==> config.mk <==
export PLATFORM = sky130hd
export DESIGN_NAME = fps_seq
export DESIGN_NICKNAME = d
export VERILOG_FILES = /design/src/verilog/fps_pkg.sv /design/src/verilog/fps_timer.sv /design/src/verilog/fps_seq.sv
export SDC_FILE = /design/constraint.sdc
export NUM_CORES = 1
export LEC_CHECK = 0
export BUFFER_PORTS_ARGS = -buffer_cell sky130_fd_sc_hd__buf_2
export CAP_MARGIN = 20
export CORE_AREA = 2 2 77 79
export DETAILED_ROUTE_END_ITERATION = 10
export DIE_AREA = 0 0 79 81
export PLACE_DENSITY_LB_ADDON = 0.05
export SLEW_MARGIN = 20
export SYNTH_ARGS = -nofsm -noshare
export SYNTH_HDL_FRONTEND = slang
export SYNTH_SLANG_ARGS = --single-unit
export TNS_END_PERCENT = 10
==> constraint.sdc <==
create_clock -name sys_clk -period 3.7 [get_ports sys_clk]
set_input_delay 0.74 -clock sys_clk [delete_from_list [all_inputs] [get_ports sys_clk]]
set_output_delay 0.74 -clock sys_clk [all_outputs]
set_load 0.02 [all_outputs]
==> src/verilog/fps_pkg.sv <==
// Package: timing constants, modes and states of the flash pulse sequencer
package fps_pkg;
  localparam int CLK_KHZ = 10000;
  // Times in ns as printed, cycle counts derived (least rounds up)
  localparam int PGM_PULSE_NS = 100000;
  localparam int ERS_PULSE_NS = 7000000;
  localparam int FLW_PULSE_NS = 14000000;
  localparam int STAB_NS = 10000;
  localparam int NS_PER_CYC = 1000000 / CLK_KHZ;
  localparam int PGM_PULSE_CYC = (PGM_PULSE_NS + NS_PER_CYC - 1) / NS_PER_CYC;
  localparam int ERS_PULSE_CYC = (ERS_PULSE_NS + NS_PER_CYC - 1) / NS_PER_CYC;
  localparam int FLW_PULSE_CYC = (FLW_PULSE_NS + NS_PER_CYC - 1) / NS_PER_CYC;
  localparam int STAB_CYC = (STAB_NS + NS_PER_CYC - 1) / NS_PER_CYC;
  localparam int PGM_MAX_PULSES = 150;
  localparam int ERS_MAX_PULSES = 1000;
  localparam int FLW_MAX_PULSES = 6000;
  localparam int CNT_W = 18;
  localparam int PCNT_W = 13;
  typedef enum logic [1:0] {
    FPS_OP_PGM = 2'h0,
    FPS_OP_ERS = 2'h1,
    FPS_OP_FLW = 2'h2
  } fps_op_t;
  typedef enum logic [6:0] {
    FPS_IDLE = 7'h01,
    FPS_SEL = 7'h02,
    FPS_PULSE = 7'h04,
    FPS_DESEL = 7'h08,
    FPS_VSEL = 7'h10,
    FPS_VCHK = 7'h20,
    FPS_DONE = 7'h40
  } fps_state_t;
endpackage

==> src/verilog/fps_timer.sv <==
// Load-and-count-down timer giving a one-cycle expiry pulse
`timescale 1ns/1ns
module fps_timer
  import fps_pkg::*;
(
  input wire logic sys_clk,
  input wire logic reset_n,
  input wire logic load,
  input wire logic [CNT_W-1:0] load_val,
  output logic expired
);
  logic [CNT_W-1:0] cnt_reg;
  logic run_reg;

  always_ff @(posedge sys_clk) begin
    if (!reset_n) begin
      cnt_reg <= '0;
      run_reg <= 1'b0;
    end else if (load) begin
      cnt_reg <= load_val;
      run_reg <= 1'b1;
    end else if (run_reg) begin
      cnt_reg <= cnt_reg - 18'h00001;
      if (cnt_reg == 18'h00001) begin
        run_reg <= 1'b0;
      end
    end
  end

  assign expired = run_reg && (cnt_reg == 18'h00001);
endmodule

==> src/verilog/fps_seq.sv <==
// Flash pulse sequencer: drives mode selects and pulses of a flash array
// How it works
// Program pulse held 100 us, inside 95..105 us.
// One to 150 program pulses per word.
// Erase pulse held 7 ms, inside 6.65..7.35 ms.
// One to 1000 erase pulses per array.
// Flash-write pulse held 14 ms, inside 13.3..14.7 ms.
// One to 6000 flash-write pulses per array.
// Wait 10 us after program select before pulsing.
// Wait 10 us after erase select before pulsing.
// Wait 10 us after flash-write select before pulsing.
// Wait 10 us after verify select before sampling.
// Wait 10 us after deselecting a mode before treating array stable.
// Select, wait, pulse, deselect, wait, verify; repeat while failing under limit.
// Limit reached without pass: stop and report failure.
`timescale 1ns/1ns
module fps_seq
  import fps_pkg::*;
(
  input wire logic sys_clk,
  input wire logic reset_n,
  input wire logic start,
  input wire logic [1:0] op_sel,
  input wire logic verify_ok,
  output logic busy,
  output logic done,
  output logic fail,
  output logic [PCNT_W-1:0] pulse_count,
  output logic mode_pgm,
  output logic mode_ers,
  output logic mode_flw,
  output logic mode_verify,
  output logic pulse_on,
  output logic verify_sample
);
  // ----------------------------------------
  // State and timer
  // ----------------------------------------
  fps_state_t state_reg;
  fps_state_t state_next;
  fps_op_t op_reg;
  fps_op_t op_next;
  logic [PCNT_W-1:0] pcnt_reg;
  logic [PCNT_W-1:0] plimit;
  logic tmr_load;
  logic [CNT_W-1:0] tmr_val;
  logic tmr_exp;

  fps_timer u_timer (
    .sys_clk(sys_clk),
    .reset_n(reset_n),
    .load(tmr_load),
    .load_val(tmr_val),
    .expired(tmr_exp)
  );

  // ----------------------------------------
  // Limits and durations per operation
  // ----------------------------------------
  always_comb begin
    unique case (op_reg)
      FPS_OP_ERS: begin
        plimit = PCNT_W'(ERS_MAX_PULSES);
      end
      FPS_OP_FLW: begin
        plimit = PCNT_W'(FLW_MAX_PULSES);
      end
      default: begin
        plimit = PCNT_W'(PGM_MAX_PULSES);
      end
    endcase
  end

  // Timer loads on every state entry that needs a wait
  always_comb begin
    tmr_load = 1'b0;
    tmr_val = CNT_W'(STAB_CYC);
    if (state_reg == FPS_IDLE && start) begin
      tmr_load = 1'b1;
    end else if (state_reg == FPS_SEL && tmr_exp) begin
      tmr_load = 1'b1;
      unique case (op_reg)
        FPS_OP_ERS: tmr_val = CNT_W'(ERS_PULSE_CYC);
        FPS_OP_FLW: tmr_val = CNT_W'(FLW_PULSE_CYC);
        default: tmr_val = CNT_W'(PGM_PULSE_CYC);
      endcase
    end else if (state_reg == FPS_PULSE && tmr_exp) begin
      tmr_load = 1'b1;
    end else if (state_reg == FPS_DESEL && tmr_exp) begin
      tmr_load = 1'b1;
    end else if (state_reg == FPS_VCHK && !verify_ok && pcnt_reg < plimit) begin
      tmr_load = 1'b1;
    end
  end

  // ----------------------------------------
  // Sequence
  // ----------------------------------------
  always_comb begin
    state_next = state_reg;
    unique case (state_reg)
      FPS_IDLE: begin
        if (start) begin
          state_next = FPS_SEL;
        end
      end
      FPS_SEL: begin
        if (tmr_exp) begin
          state_next = FPS_PULSE;
        end
      end
      FPS_PULSE: begin
        if (tmr_exp) begin
          state_next = FPS_DESEL;
        end
      end
      FPS_DESEL: begin
        if (tmr_exp) begin
          state_next = FPS_VSEL;
        end
      end
      FPS_VSEL: begin
        if (tmr_exp) begin
          state_next = FPS_VCHK;
        end
      end
      FPS_VCHK: begin
        if (verify_ok || pcnt_reg >= plimit) begin
          state_next = FPS_DONE;
        end else begin
          state_next = FPS_SEL;
        end
      end
      FPS_DONE: begin
        state_next = FPS_IDLE;
      end
      default: begin
        state_next = FPS_IDLE;
      end
    endcase
  end

  always_ff @(posedge sys_clk) begin
    if (!reset_n) begin
      state_reg <= FPS_IDLE;
    end else begin
      state_reg <= state_next;
    end
  end

  // Decoded on the start edge so no stale mode line flashes up
  always_comb begin
    op_next = op_reg;
    if (state_reg == FPS_IDLE && start) begin
      if (op_sel == 2'h3) begin
        // Illegal code 3 falls back to program, the safest short pulse
        op_next = FPS_OP_PGM;
      end else begin
        op_next = fps_op_t'(op_sel);
      end
    end
  end

  always_ff @(posedge sys_clk) begin
    if (!reset_n) begin
      op_reg <= FPS_OP_PGM;
    end else begin
      op_reg <= op_next;
    end
  end

  // Pulse counter, cleared on start, bumped at each pulse end
  always_ff @(posedge sys_clk) begin
    if (!reset_n) begin
      pcnt_reg <= '0;
    end else if (state_reg == FPS_IDLE && start) begin
      pcnt_reg <= '0;
    end else if (state_reg == FPS_PULSE && tmr_exp) begin
      pcnt_reg <= pcnt_reg + 13'h0001;
    end
  end

  // ----------------------------------------
  // Result
  // ----------------------------------------
  always_ff @(posedge sys_clk) begin
    if (!reset_n) begin
      done <= 1'b0;
      fail <= 1'b0;
      pulse_count <= '0;
    end else begin
      done <= (state_next == FPS_DONE);
      if (state_reg == FPS_IDLE && start) begin
        fail <= 1'b0;
      end else if (state_reg == FPS_VCHK && state_next == FPS_DONE) begin
        fail <= !verify_ok;
      end
      pulse_count <= pcnt_reg;
    end
  end

  // ----------------------------------------
  // Array drive, registered to keep pulse edges clean
  // ----------------------------------------
  always_ff @(posedge sys_clk) begin
    if (!reset_n) begin
      mode_pgm <= 1'b0;
      mode_ers <= 1'b0;
      mode_flw <= 1'b0;
      mode_verify <= 1'b0;
      pulse_on <= 1'b0;
      verify_sample <= 1'b0;
    end else begin
      mode_pgm <= op_next == FPS_OP_PGM && (state_next == FPS_SEL || state_next == FPS_PULSE);
      mode_ers <= op_next == FPS_OP_ERS && (state_next == FPS_SEL || state_next == FPS_PULSE);
      mode_flw <= op_next == FPS_OP_FLW && (state_next == FPS_SEL || state_next == FPS_PULSE);
      mode_verify <= (state_next == FPS_VSEL || state_next == FPS_VCHK);
      pulse_on <= (state_next == FPS_PULSE);
      verify_sample <= (state_next == FPS_VCHK);
    end
  end

  assign busy = (state_reg != FPS_IDLE);
endmodule

* Word level (Yosys, flattened, before mapping)
Index checks and enable logic that the tools add are counted.
Cells by class: bitwise gates (word level) 1, eq/ne operators 18, magnitude comparators 2, reduce and logical (&&, ||, !) cells 18, $add $sub $neg 2, muxes and demuxes 23
Operator list (number):
- 18-bit 2-to-1 mux | 4
- 7-bit 2-to-1 mux | 6
- 7-bit case mux with 6 select lines | 1
- 18-bit case mux with 2 select lines | 1
- 13-bit case mux with 2 select lines | 1
- 18-bit by 1-bit equality test with 1-bit output (second input constant) | 1
- 18-bit by 1-bit subtractor with 18-bit output (second input constant) | 1
- 7-bit by 2-bit equality test with 1-bit output (second input constant) | 2
- 7-bit by 3-bit equality test with 1-bit output (second input constant) | 2
- 7-bit by 5-bit equality test with 1-bit output (second input constant) | 2
- 7-bit by 6-bit equality test with 1-bit output (second input constant) | 2
- 13-bit by 1-bit adder with 13-bit output (second input constant) | 1
- 13-bit >= comparator | 1
- 13-bit < comparator | 1
- 1-bit logical AND | 11
- 1-bit 2-to-1 mux | 8
- 7-bit by 1-bit equality test with 1-bit output (second input constant) | 1
- 7-bit by 4-bit equality test with 1-bit output (second input constant) | 1
- 7-bit equality test (second input constant) | 1
- 7-bit by 1-bit != test with 1-bit output (second input constant) | 1
- 2-bit equality test (second input constant) | 3
- 2-bit by 1-bit equality test with 1-bit output (second input constant) | 2
- 2-bit 2-to-1 mux | 2
- 1-bit logical OR | 3
- other kinds (5) | 5
Word-level totals: output and inout port bits 22, word-level logic and storage cells 78, bits in registers 62

* Depth between registers and ports, before layout
depth in word-level cells 10, gate-level depth with buffers 12, mapped depth without buffers 10

* By module
A second synthesis with hierarchy kept.
Unflattened totals: cell total of the unflattened synthesis 366, area, all modules 3191.8 µm²
By module, submodules not included:
- fps_seq | cells each 236, area each 2117.0 µm², sequential area each 860.8 µm², instances 1
- fps_timer | cells each 130, area each 1074.8 µm², sequential area each 380.4 µm², instances 1

* Least setup slack after synthesis
No wires, ideal clock.
kind reg-to-reg, from reg op_reg[0], to reg u_timer.cnt_reg[8], slack 1038 ps, required time 3581 ps, arrival time 2543 ps, library setup time 119 ps, stages on the path, launching flop included 13, clock period less this slack 2662 ps, cells stage by stage dfxtp_1 inv_1 ha_1 buf_2 inv_1 ha_1 nor2b_1 o211ai_1 a2111oi_2 nor4_1 or3_1 buf_2 o221a_2
Between the ends: longest elaborated chain between the ends 10, elaborated cells on any way between the ends 15
Ends and longest elaborated chain:
- from (decl) | line fps_seq.sv:41 | fps_op_t op_reg;
- from (signal assigned) | line fps_seq.sv:168 | op_reg <= op_next;
- 2-bit equality test / 2-bit by 1-bit equality test with 1-bit output (equally long branches) | line fps_seq.sv:61, fps_seq.sv:82
- 13-bit case mux with 2 select lines | line fps_seq.sv:61 | unique case (op_reg)
- 13-bit < comparator | line fps_seq.sv:91 | end else if (state_reg == FPS_VCHK && !verify_ok && pcnt_reg < plimit) begin
- 1-bit logical AND | line fps_seq.sv:91
- 1-bit 2-to-1 mux | line fps_seq.sv:91
- 1-bit 2-to-1 mux | line fps_seq.sv:89 | end else if (state_reg == FPS_DESEL && tmr_exp) begin
- 1-bit 2-to-1 mux | line fps_seq.sv:87 | end else if (state_reg == FPS_PULSE && tmr_exp) begin
- 1-bit 2-to-1 mux | line fps_seq.sv:80 | end else if (state_reg == FPS_SEL && tmr_exp) begin
- 1-bit 2-to-1 mux | line fps_seq.sv:78 | if (state_reg == FPS_IDLE && start) begin
- 18-bit 2-to-1 mux / 2-bit nonzero test (equally long branches)
- to (signal assigned) | line fps_timer.sv:20 | cnt_reg <= load_val;
- to (signal assigned) | line fps_timer.sv:23 | cnt_reg <= cnt_reg - 18'h00001;
- to (decl) | line fps_timer.sv:12 | logic [CNT_W-1:0] cnt_reg;
Several ways; a longest one is shown, not always the timed one. A chain may end at the register's enable or synchronous reset.

* Final worst setup path
from reg op_reg[0], to reg u_timer.cnt_reg[13]
Same word-level chain as after synthesis.

==> results.tsv <==
metric	value	unit
status	finished, final reports clean	
grt_overflow	0	
fin_ws	0.6233	ns
cts_sinks	62	
first_global_vias	2488	
slew_headroom	37.96	%
setup_tns	0	ns
p_comb_share	18.0	%
globalRouteTotalUtil	24.23	%
final_max_slew_viol_count	0	
syn-mean-instance-area	8.607	um2
cts.clk_slew.worst_paths	0.07	ns
hpwl	4.849	mm
async_flop_share	0	%
hold_class	reg2reg	
grt_pass1_wl	11.98	mm
cts_buffers	9	
dr_total_vias	2718	
drtIter0Drc	211	
drc_errors	0	
switching_share	29.06	%
worstRegToRegCells	10	
yosys_register_bits	62	
post-cts-setup-buffers	0	
post_dp_cell_area	3359	um2
maxCapViolCount	0	
antenna_found_initial	0	
power.internal	0.001212	W
postSynthCellCount	373	
reg2reg_to	u_timer.cnt_reg[13]	
largest_reg_flops	18	
synth_top_area_share	38.66	%
ctsResizeCount	0	
cp-start-kind	register	
yosysUniqueCellTypes	51	
r2r_start	op_reg[0]	
synth-edff-count	0	
rrSetupSlack	0.62	ns
diodes	0	
ios	28	
cp_max_fo	12	
skew	0.009002	ns
p_clk_share	38.5	%
final_cell_area	3583	um2
pwr-share-seq	43.5	%
wl_per_cell	15.06	um
cts_root_buffer	clkbuf_8	
finalCritPeriodShare	83.15	%
fin_crit	3.077	ns
cp_data_arrival_time	3.32	ns
wirelength	7.106	mm
cp-end-kind	register	
finalHoldViolations	0	
post-synth-top-count-cell	dfxtp_1	
min_from	fail	
area_delta_synth_final	11.61	%
numPortBuffers	27	
yosys-top-cells-area	dfxtp_1 39%, ha_1 5.1%, nor2_1 4.7%	
holdPathStages	1	
synth_seq_area_share	38.66	%
drt_pass1_iterations	4	
grt_max_degree	44	
rows	28	
cts.htree.levels	3	
via_per_inst	5.758	
ys.flop_type	dfxtp_1	
path_class	reg2reg	
yosysTopAreaCell	dfxtp_1	
hold_buffers	0	
hold_path_end	fail	
fp.dieArea	6399	um2
fp.coreArea	5675	um2
worst_ep_required_time	3.95	ns
syn_nets	392	
power.switching	0.0004964	W
ant_nets	0	
die_x	79	um
clockBufferDepth	2	
nets	411	
rsz0062_at_grt	false	
max_freq	325.0	MHz
gp_congestion	0.8900	
cts_tree	done	
irDropWorstVdd	0.0002783	V
syn_area	3211	um2
clock_latency	0.36	ns
die_height	81	um
finalSetupViolCount	0	
yosysWarnings	0	
total_leakage_power	1.501	nW
start_util	56.57	%
powerDensity	476.7	nW/um2
drive_above_1_share	14.86	%
tightest_slew	0.9221	ns
dp_slack	0.4761	ns
fin_util	63.14	%
synth_common_cells	62 x dfxtp_1, 40 x nor2_1, 23 x nand2_1	
how the worst max path moves through the flow:
| stage | start | endpoint | slack (ns) |
|---|---|---|---|
| 6_report | op_reg[0] | u_timer.cnt_reg[13] | 0.62 |
| 3_5_place_dp | op_reg[0] | u_timer.cnt_reg[13] | 0.48 |
| 4_1_cts | op_reg[0] | u_timer.cnt_reg[13] | 0.44 |
| 2_1_floorplan | op_reg[0] | u_timer.cnt_reg[8] | 1.04 |
| 5_1_grt | op_reg[0] | u_timer.cnt_reg[13] | 0.43 |
| 3_3_place_gp | op_reg[0] | u_timer.cnt_reg[9] | 0.58 |
cells by family after synthesis:
kind of cell,after synthesis,share of synthesized area [%]
simple gates,180,30.94
compound gates,64,14.61
flops,62,38.66
buf+inv,30,4.092
xor+xnor,22,6.002
fa+ha+maj,14,5.378
mux,1,0.3118
critical path, cell delays in order (launching register included):
cell       delay, ns
dfxtp_1         0.38
inv_1           0.06
ha_1            0.48
inv_1           0.08
ha_1            0.30
nor2b_1         0.13
o211ai_1        0.10
a2111oi_2       0.47
nor4_4          0.16
or3_1           0.48
o221a_2         0.33
layout make-up:
type                       count  area [um2]
fill                         513        2092
multi-input combinational    281        1853
sequential                    62        1241
clock buffer                  12       145.1
timing repair buffer          28       142.6
tap                           75       93.84
clock inverter                 4       70.07
inverter                      10       37.54
cell usage in the layout, fill, tap and decap left out, types with 13 or more instances in the layout:
cell type and count:
dfxtp_1 62, and3_1 19, a21oi_1 16, nand2_1 23, buf_2 27, and2_1 17
nor2_1 40, ha_1 13, nand3_1 16, xor2_1 13, nor3_1 16
per-layer routing:
layer | GRT usage, % | vias up | share of wire (%)
li1 | - | 1383 | -
met1 | 32.00 | 1253 | 47
met2 | 37.29 | 68 | 46
met3 | 6.222 | 14 | 4.6
met4 | 11.21 | 0 | 2.3
met5 | 0 | - | 0
metrics by stage:
step,instances,total power [W],hold slack (ns)
floorplan,373,0.0009921,0.4696
global placement,456,0.001052,0.4534
detailed placement,456,0.001058,0.4582
CTS,472,0.001713,0.4755
global route,472,0.001781,0.5114
finish,472,0.001708,0.4709
power groups by stage:
stage / clock network (W) / logic [W] / registers, W
after floorplan: 0 / 0.000252 / 0.000740
after global placement: 0 / 0.000297 / 0.000755
after detailed placement: 0 / 0.000302 / 0.000756
after CTS: 0.000666 / 0.000305 / 0.000742
after global routing: 0.000689 / 0.000343 / 0.000749
final: 0.000658 / 0.000308 / 0.000743
(Power assumes the default switching activity.)
